<file path="src/rtl/mpks_cfg.svh">
// Timing constants for the power key sequencer
// Assumes a 10 MHz ref_clk; times are kept in milliseconds
`ifndef MPKS_CFG_SVH
`define MPKS_CFG_SVH
`define MPKS_CLK_HZ          10000000
`define MPKS_CYC_PER_MS      (`MPKS_CLK_HZ / 1000)
`define MPKS_ON_MIN_MS       100
`define MPKS_OFF_MIN_MS      2500
`define MPKS_OFF_MAX_MS      3000
`define MPKS_KEY_OFF_MS      22000
`define MPKS_CMD_OFF_MS      15000
`define MPKS_RST_MS          1000
`define MPKS_RESTART_MS      27000
`define MPKS_ON_MIN_CYC      (`MPKS_ON_MIN_MS * `MPKS_CYC_PER_MS)
`define MPKS_OFF_MIN_CYC     (`MPKS_OFF_MIN_MS * `MPKS_CYC_PER_MS)
`define MPKS_OFF_MAX_CYC     (`MPKS_OFF_MAX_MS * `MPKS_CYC_PER_MS)
`define MPKS_KEY_OFF_CYC     (`MPKS_KEY_OFF_MS * `MPKS_CYC_PER_MS)
`define MPKS_CMD_OFF_CYC     (`MPKS_CMD_OFF_MS * `MPKS_CYC_PER_MS)
`define MPKS_RST_CYC         (`MPKS_RST_MS * `MPKS_CYC_PER_MS)
`define MPKS_RESTART_CYC     (`MPKS_RESTART_MS * `MPKS_CYC_PER_MS)
`endif

</file>
<file path="src/rtl/mpks_pkg.sv">
// Types for the power key sequencer
// Used together with mpks_cfg.svh
package mpks_pkg;
    typedef enum logic [5:0] {
        MPKS_OFF      = 6'b00_0001,
        MPKS_RUN      = 6'b00_0010,
        MPKS_DOWN     = 6'b00_0100,
        MPKS_RESTART  = 6'b00_1000,
        MPKS_BOOT     = 6'b01_0000,
        MPKS_RST_HOLD = 6'b10_0000
    } mpks_state_e;

    typedef struct packed {
        logic powered;
        logic port_ready;
        logic busy;
    } mpks_status_s;
endpackage : mpks_pkg

</file>
<file path="src/rtl/mpks_low_timer.sv">
// Measures how long an active-low input has been held low
// Counter saturates; a one-cycle release pulse reports the final length
`timescale 1ns/1ps
module mpks_low_timer #(
    parameter int W = 32
) (
    input  wire logic         ref_clk,
    input  wire logic         rst_n,
    input  wire logic         in_n,
    output logic [W-1:0]      len_q,
    output logic              rel_q
);
    typedef struct packed {
        logic [W-1:0] cnt;
        logic [W-1:0] len;
        logic         rel;
        logic         prev_n;
    } mpks_lt_s;
    mpks_lt_s s_q;
    mpks_lt_s s_d;

    always_comb
    begin
        s_d        = s_q;
        s_d.prev_n = in_n;
        s_d.rel    = 1'b0;
        if (!in_n)
        begin
            if (s_q.cnt != {W{1'b1}})
                s_d.cnt = s_q.cnt + W'(1);
        end
        else
        begin
            s_d.cnt = '0;
            if (!s_q.prev_n)
            begin
                s_d.len = s_q.cnt;
                s_d.rel = 1'b1;
            end
        end
    end

    always_ff @(posedge ref_clk)
    begin
        if (!rst_n)
            s_q <= '{cnt: '0, len: '0, rel: 1'b0, prev_n: 1'b1};
        else
            s_q <= s_d;
    end

    assign len_q = s_q.len;
    assign rel_q = s_q.rel;
endmodule : mpks_low_timer

</file>
<file path="src/rtl/mpks_sequencer.sv">
// Power key and reset sequencer of the modem module
// Inputs synchronous to ref_clk; the pad pull-up is modelled by key_oe_n
`timescale 1ns/1ps
`include "mpks_cfg.svh"
module mpks_sequencer #(
    parameter int KEY_OFF_CYC = `MPKS_KEY_OFF_CYC,
    parameter int CMD_OFF_CYC = `MPKS_CMD_OFF_CYC,
    parameter int RESTART_CYC = `MPKS_RESTART_CYC,
    parameter int RST_CYC     = `MPKS_RST_CYC,
    parameter int ON_MIN_CYC  = `MPKS_ON_MIN_CYC,
    parameter int OFF_MIN_CYC = `MPKS_OFF_MIN_CYC,
    parameter int OFF_MAX_CYC = `MPKS_OFF_MAX_CYC
) (
    input  wire logic          ref_clk,
    input  wire logic          rst_n,
    input  wire logic          key_in_n,
    input  wire logic          key_oe_n,
    input  wire logic          sys_rst_n,
    input  wire logic          shutdown_command,
    input  wire logic          restart_command,
    output mpks_pkg::mpks_status_s status,
    output mpks_pkg::mpks_state_e  state
);
    localparam int W = 32;

    typedef struct packed {
        mpks_pkg::mpks_state_e st;
        logic [W-1:0]          tmr;
        mpks_pkg::mpks_status_s sts;
    } mpks_seq_s;
    mpks_seq_s s_q;
    mpks_seq_s s_d;

    logic         key_n;
    logic [W-1:0] key_len;
    logic         key_rel;
    logic [W-1:0] rst_len;
    logic         rst_rel;

    // Undriven key floats high through the pull-up
    assign key_n = key_oe_n | key_in_n;

    mpks_low_timer #(.W(W)) u_key (
        .ref_clk (ref_clk),
        .rst_n   (rst_n),
        .in_n    (key_n),
        .len_q   (key_len),
        .rel_q   (key_rel)
    );

    mpks_low_timer #(.W(W)) u_rst (
        .ref_clk (ref_clk),
        .rst_n   (rst_n),
        .in_n    (sys_rst_n),
        .len_q   (rst_len),
        .rel_q   (rst_rel)
    );

    always_comb
    begin
        s_d     = s_q;
        if (s_q.tmr != '0)
            s_d.tmr = s_q.tmr - W'(1);
        case (s_q.st)
            mpks_pkg::MPKS_OFF:
            begin
                // Acting on release keeps a long press from also powering off
                if (key_rel && key_len >= W'(ON_MIN_CYC))
                begin
                    s_d.st  = mpks_pkg::MPKS_RUN;
                end
            end
            mpks_pkg::MPKS_RUN:
            begin
                if (key_rel && key_len >= W'(OFF_MIN_CYC)
                    && key_len <= W'(OFF_MAX_CYC))
                begin
                    s_d.st  = mpks_pkg::MPKS_DOWN;
                    s_d.tmr = W'(KEY_OFF_CYC);
                end
                else if (shutdown_command)
                begin
                    s_d.st  = mpks_pkg::MPKS_DOWN;
                    s_d.tmr = W'(CMD_OFF_CYC);
                end
                else if (restart_command)
                begin
                    s_d.st  = mpks_pkg::MPKS_RESTART;
                    s_d.tmr = W'(RESTART_CYC);
                end
                else if (rst_rel && rst_len >= W'(RST_CYC))
                begin
                    s_d.st  = mpks_pkg::MPKS_RST_HOLD;
                end
            end
            mpks_pkg::MPKS_DOWN:
            begin
                if (s_q.tmr == W'(1))
                    s_d.st = mpks_pkg::MPKS_OFF;
            end
            mpks_pkg::MPKS_RESTART:
            begin
                if (s_q.tmr == W'(1))
                    s_d.st = mpks_pkg::MPKS_RUN;
            end
            mpks_pkg::MPKS_RST_HOLD:
            begin
                // Reboot time after a reset pulse is not bounded; reuse 27 s
                s_d.st  = mpks_pkg::MPKS_BOOT;
                s_d.tmr = W'(RESTART_CYC);
            end
            mpks_pkg::MPKS_BOOT:
            begin
                if (s_q.tmr == W'(1))
                    s_d.st = mpks_pkg::MPKS_RUN;
            end
            default:
            begin
                s_d.st = mpks_pkg::MPKS_OFF;
            end
        endcase
        s_d.sts.powered    = (s_d.st != mpks_pkg::MPKS_OFF);
        s_d.sts.port_ready = (s_d.st == mpks_pkg::MPKS_RUN);
        s_d.sts.busy       = s_d.sts.powered && !s_d.sts.port_ready;
    end

    always_ff @(posedge ref_clk)
    begin
        if (!rst_n)
            s_q <= '{st: mpks_pkg::MPKS_OFF, tmr: '0, sts: '0};
        else
            s_q <= s_d;
    end

    assign status = s_q.sts;
    assign state  = s_q.st;

    // Cycles spent powering down; only the checks read it, so it stays
    // outside the state struct and costs nothing once checks are gone
    logic [W-1:0] down_cnt;
    always_ff @(posedge ref_clk)
    begin
        if (!rst_n || s_q.st != mpks_pkg::MPKS_DOWN)
            down_cnt <= '0;
        else
            down_cnt <= down_cnt + W'(1);
    end

    // Either shutdown path lasts at least the shorter command time
    chk_down_min_time: assert property (
        @(posedge ref_clk) disable iff (!rst_n)
        (s_q.st == mpks_pkg::MPKS_DOWN && s_d.st == mpks_pkg::MPKS_OFF)
        |-> down_cnt + W'(1) >= W'(CMD_OFF_CYC))
        else $error("shutdown ended early");

    chk_key_off_load: assert property (
        @(posedge ref_clk) disable iff (!rst_n)
        (s_q.st == mpks_pkg::MPKS_RUN && key_rel
         && key_len >= W'(OFF_MIN_CYC) && key_len <= W'(OFF_MAX_CYC))
        |=> (s_q.st == mpks_pkg::MPKS_DOWN
             && s_q.tmr == W'(KEY_OFF_CYC)))
        else $error("key shutdown time not loaded");

    chk_cmd_off_load: assert property (
        @(posedge ref_clk) disable iff (!rst_n)
        (s_q.st == mpks_pkg::MPKS_RUN && shutdown_command && !key_rel)
        |=> (s_q.st == mpks_pkg::MPKS_DOWN
             && s_q.tmr == W'(CMD_OFF_CYC)))
        else $error("command shutdown time not loaded");

    // Release pulse lags the pin by one edge, so judge on the pulse itself
    chk_power_on_key: assert property (
        @(posedge ref_clk) disable iff (!rst_n)
        (s_q.st == mpks_pkg::MPKS_OFF && key_rel)
        |=> (status.powered == (key_len >= W'(ON_MIN_CYC))))
        else $error("power on decision wrong");

    chk_restart_quiet: assert property (
        @(posedge ref_clk) disable iff (!rst_n)
        (s_q.st == mpks_pkg::MPKS_RUN && restart_command && !key_rel
         && !shutdown_command)
        |=> !status.port_ready [*8])
        else $error("port ready too soon");

    chk_reset_pulse: assert property (
        @(posedge ref_clk) disable iff (!rst_n)
        (s_q.st == mpks_pkg::MPKS_RUN && rst_rel && rst_len >= W'(RST_CYC)
         && !key_rel && !shutdown_command && !restart_command)
        |=> s_q.st == mpks_pkg::MPKS_RST_HOLD ##1
            s_q.st == mpks_pkg::MPKS_BOOT)
        else $error("reset pulse ignored");

    // A floating pad two edges back can never end in a release pulse
    chk_key_float: assert property (
        @(posedge ref_clk) disable iff (!rst_n)
        $past(key_oe_n, 2) |-> !key_rel)
        else $error("undriven key read as low");

    // Commands only act while running; a stray one must not wake the part
    chk_cmd_when_off: assert property (
        @(posedge ref_clk) disable iff (!rst_n)
        (s_q.st == mpks_pkg::MPKS_OFF && !key_rel
         && (shutdown_command || restart_command))
        |=> s_q.st == mpks_pkg::MPKS_OFF)
        else $error("command acted while off");
endmodule : mpks_sequencer

</file>
<file path="config.mk">
export PLATFORM = sky130hd
export DESIGN_NAME = mpks_sequencer
export DESIGN_NICKNAME = d
export VERILOG_FILES = /design/src/rtl/mpks_pkg.sv /design/src/rtl/mpks_low_timer.sv /design/src/rtl/mpks_sequencer.sv
export VERILOG_INCLUDE_DIRS = /design/src /design/src/rtl
export SDC_FILE = /design/constraint.sdc
export NUM_CORES = 1
export LEC_CHECK = 0
export BUFFER_PORTS_ARGS = -buffer_cell sky130_fd_sc_hd__buf_2
export CORE_AREA = 4 4 123 125
export CTS_CLUSTER_SIZE = 14
export DETAILED_ROUTE_END_ITERATION = 8
export DIE_AREA = 0 0 127 129
export GPL_TIMING_DRIVEN = 0
export PLACE_DENSITY = 0.82
export SYNTH_ARGS = -nofsm -noshare
export SYNTH_HDL_FRONTEND = slang
export SYNTH_HIERARCHICAL = 1
export SYNTH_SLANG_ARGS = --single-unit
</file>
<file path="constraint.sdc">
create_clock -name ref_clk -period 2.8 [get_ports ref_clk]
set_input_delay 0.14 -clock ref_clk [delete_from_list [all_inputs] [get_ports ref_clk]]
set_output_delay 0.14 -clock ref_clk [all_outputs]
set_load 0.02 [all_outputs]
</file>
* After elaboration in Yosys (flattened, before gate mapping)
Index checks and enable logic that the tools add are counted.
** Cells by class
- $add $sub $neg :: 3
- Order comparisons :: 4
- Eq/ne operators :: 11
- Muxes and demuxes :: 13
- Bitwise operators :: 4
- Reduce and logical (&&, ||, !) cells :: 14
** Operator list (number)
- 38-bit 2-to-1 mux :: 2
- 32-bit by 1-bit adder with 32-bit output (second input constant) :: 2
- 32-bit 2-to-1 mux :: 2
- 32-bit inequality test (second input constant) :: 2
- 32-bit case mux with 2 select lines :: 1
- 32-bit by 1-bit equality test with 1-bit output (second input constant) :: 1
- 32-bit by 20-bit >= comparator with 1-bit output (second input constant) :: 1
- 32-bit by 24-bit >= comparator with 1-bit output (second input constant) :: 1
- 32-bit by 25-bit >= comparator with 1-bit output (second input constant) :: 1
- 32-bit by 25-bit <= comparator with 1-bit output (second input constant) :: 1
- 32-bit nonzero test :: 1
- 32-bit by 1-bit subtractor with 32-bit output (second input constant) :: 1
- 6-bit 2-to-1 mux :: 5
- 6-bit case mux with 5 select lines :: 1
- 6-bit by 2-bit equality test with 1-bit output (second input constant) :: 2
- 2-bit AND reduction :: 4
- 6-bit by 1-bit equality test with 1-bit output (second input constant) :: 1
- 6-bit by 3-bit equality test with 1-bit output (second input constant) :: 1
- 6-bit by 4-bit equality test with 1-bit output (second input constant) :: 1
- 6-bit by 5-bit equality test with 1-bit output (second input constant) :: 1
- 6-bit equality test (second input constant) :: 1
- 6-bit by 1-bit inequality test with 1-bit output (second input constant) :: 1
- 2-bit OR reduction :: 3
- 1-bit logical AND :: 5
- other kinds (4) :: 7
** Storage, ports and cells
- Register bits after elaboration :: 173
- Input port bits :: 7
- Output and inout port bits :: 9

* Logic depth before layout (Yosys ltp)
- Word-level depth :: 10
- Depth in mapped cells :: 8

* Cells and area by module
Netlist, hierarchy kept.
** Modules (own cells, without submodules)
- mpks_low_timer :: instances 2, cells each 366, area an instance 3083.0 um2, seq. area each 1321.3 um2
- mpks_sequencer :: instances 1, cells each 303, area an instance 2575.0 um2, seq. area each 820.8 um2

* Worst setup path before layout
No wires, ideal clock.
- Path kind :: register -> register
- From :: register u_key/s_q[34] (netlist bit)
- To :: register u_key/s_q[35] (netlist bit)
- Arrival :: 2.042 ns
- Required time :: 2.672 ns
- Path slack :: 0.630 ns
- Stages on the path, launching flop included :: 8
- Path buffers :: 1
- Period minus slack after synthesis :: 2.170 ns
- Path through :: dfxtp_1 > ha_1 > nand3_1 > or4_2 > nor3_1 > clkbuf_8 > mux2i_1 > nor2_1
** On the way
- Longest elaborated chain between the ends :: 1
- Elaborated cells on any way between the ends :: 2
** RTL lines
- start, declared :: line mpks_low_timer.sv:19 : mpks_lt_s s_q;
- start signal, assigned :: line mpks_low_timer.sv:46 : s_q <= '{cnt: '0, len: '0, rel: 1'b0, prev_n: 1'b1};
- 32-bit by 1-bit adder with 32-bit output or 32-bit inequality test (tied branches) :: line mpks_low_timer.sv:30, mpks_low_timer.sv:29
Several ways; a longest one is shown, not always the timed one.
A chain may end at the register's enable or synchronous reset.

* Final worst setup path
Ends and elaborated chain as after synthesis.

==> flow_metrics.tcl <==
set metrics [dict create \
    fin_cells 1227 \
    status "completed" \
    period_needed_ns 2.60 \
    drt_iter0_drc 664 \
    drc_errors 0 \
    relSlewSlack_pct 46.1 \
    fin_skew_ns 0.0107 \
    grt_usage_pct 23.4 \
    netlist_area_sq_mm 0.00844 \
    start_util_pct 60.8 \
    setup_viol 0 \
    tns_ns 0 \
    path_clk_slew_ns 0.07 \
    vias 7323 \
    grt_max_degree 17 \
    antenna_found_initial 0 \
    grt_pass1_wl_um 31800 \
    core_sq_mm 0.0139 \
    path_class "reg2reg" \
    critPathLaunchType "register" \
    crit_required_ns 3.10 \
    worst-path-max-fanout 10 \
    nNetsFinal 1045 \
    crit_chain "ha_1, nand3_1, or4_2, nor3_1, clkbuf_8, mux2i_1, nor2_1" \
    power_leakage_nw 3.35 \
    hold_path.class "in2reg" \
    cp_top_family "simple AND/OR/NAND/NOR gates" \
    max-cap-violations 0 \
    diodes 0 \
    vias_per_cell 5.97 \
    cts_buffers 17 \
    place_hpwl_um 12900 \
    syn2layout_area_growth_pct 11.1 \
    netlist_instances 1000 \
    gr-total-overflow 0 \
    max_stage_delay_ns 0.75 \
    ios 16 \
    drt_first_pass_iters 6 \
    drive_above_1_share_pct 15.2 \
    p_total_w 0.00739 \
    end_kind "register" \
    hold_viol_final 0 \
    ant_nets 0 \
    worst_slew_pin_slew_ns 0.808 \
    portBuffers 15 \
    clk_latency_ns 0.43 \
    cts_tree "yes" \
    postCtsSetupBuffers 0 \
    fillers 1122 \
    regArea_sq_mm 0.00332 \
    grt_pass1_vias 6714 \
    fp.dieH_um 129 \
    drv_slew 0 \
    cp_num_buf_inv 1 \
    power.density_mw_per_mm2 788 \
    fp-row-count 43 \
    timing.fmax_ghz 0.385 \
    worst_ep_arrival_time_ns 2.89 \
    synth_warnings 6 \
    wl_per_cell_um 15.2 \
    synth_nets 1011 \
    ir_worst_vdd_v 0.000573 \
    numClockSinks 166 \
    htreeDepth 4 \
    ctsLongestPathBuffers 2 \
    gp_congestion 0.923 \
    fin_crit_sh_pct 92.7 \
    die_w_um 127 \
    rsz0062_at_grt "false" \
    final_core_util_pct 67.6 \
    dp.cells 1195 \
    multi_input_area_sq_mm 0.00439 \
    avgSynthCellArea_sq_um 8.44 \
    cp_slowest_cell "or4_2" \
    drt-total-wl_um 18600 \
    root_buffer "clkbuf_16" \
    die_area_sq_mm 0.0164 \
]
==> worst reg2reg max path, delay by kind of cell (launching register included) <==
kind          cells  cell delay [ns]
simple gates      4             1.30
fa+ha+maj         1             0.26
mux               1             0.18
flops             1             0.48
buf+inv           1             0.25
==> cell usage in the layout, fill, tap and decap left out, types with 6 or more instances in the layout <==
cell         n
a21boi_0    57
a21oi_1     46
a31oi_1     20
and3_1      18
and4_1      16
buf_2       19
buf_4       67
clkbuf_1    37
clkbuf_16   17
dfxtp_1    166
inv_1       12
nand2_1    146
nand2b_1     7
nand3_1     39
nand4_1     26
nor2_1      64
nor3_1      14
nor4_1      29
o211ai_1    10
o21ai_0     29
o31ai_1     11
or3_1       22
or4_1       11
or4_2        6
xnor2_1     35
xor2_1      23
==> per-stage QoR <==
step | hold slack (ns) | instance area (sq um) | worst slack [ns]
CTS | 0.0527 | 9360 | 0.122
detailed placement | 0.457 | 8740 | 0.182
floorplan | 0.294 | 8440 | 0.630
finish | 0.0696 | 9380 | 0.205
global route | 0.0765 | 9380 | 0.00230
global placement | 0.451 | 8740 | 0.189
==> path summary, 6_finish.rpt <==
check                   from  slack [ns]         endpoint  cells past startpoint
min reg2reg  u_rst/len_q[29]        0.46  u_rst/len_q[29]                      2
max reg2reg    u_key/s_q[34]        0.20    u_key/s_q[35]                      7
min          restart_command        0.07         state[5]                      3
max            u_key/s_q[34]        0.20    u_key/s_q[35]                      7
==> report_power, final <==
| part | internal (W) | leakage, nW | switching (W) |
|---|---|---|---|
| Sequential | 0.00257 | 1.34 | 0.000231 |
| Clock | 0.00143 | 0.298 | 0.00101 |
| Combinational | 0.000913 | 1.71 | 0.00123 |
==> metal layers <==
layer / wire (um) / track usage [%] / part of all wire (%) / vias up
met1: 8500 / 31.4 / 46 / 3444
met3: 1100 / 4.28 / 5.9 / 29
met2: 8690 / 37.8 / 47 / 237
li1: - / - / - / 3613
met5: 0 / 0 / 0 / -
met4: 340 / 8.64 / 1.8 / 0
==> state kept, by name, indices dropped and copies added (netlist names) <==
signal	flops
u_key/s_q	33
u_rst/s_q	33
s_q	32
u_key/len_q	32
u_rst/len_q	25
state	6
status	3
u_key/rel_q	1
u_rst/rel_q	1
==> what timing repair did <==
action	4_1_cts	5_1_grt
endpoints found under the setup margin	0	5
resized for setup	0	3
hold buffers	0	0
==> final cells by class <==
type	instances	area share, %
plain buffers	112	7.51
clock buffers	18	4.58
clock inverters	14	2.00
inverters	12	0.480
multi-input cells	710	46.8
flip-flops and latches	166	35.4
well taps	180	2.40
repair buffers	15	0.801
No activity file was read; power rests on OpenSTA's default activity.
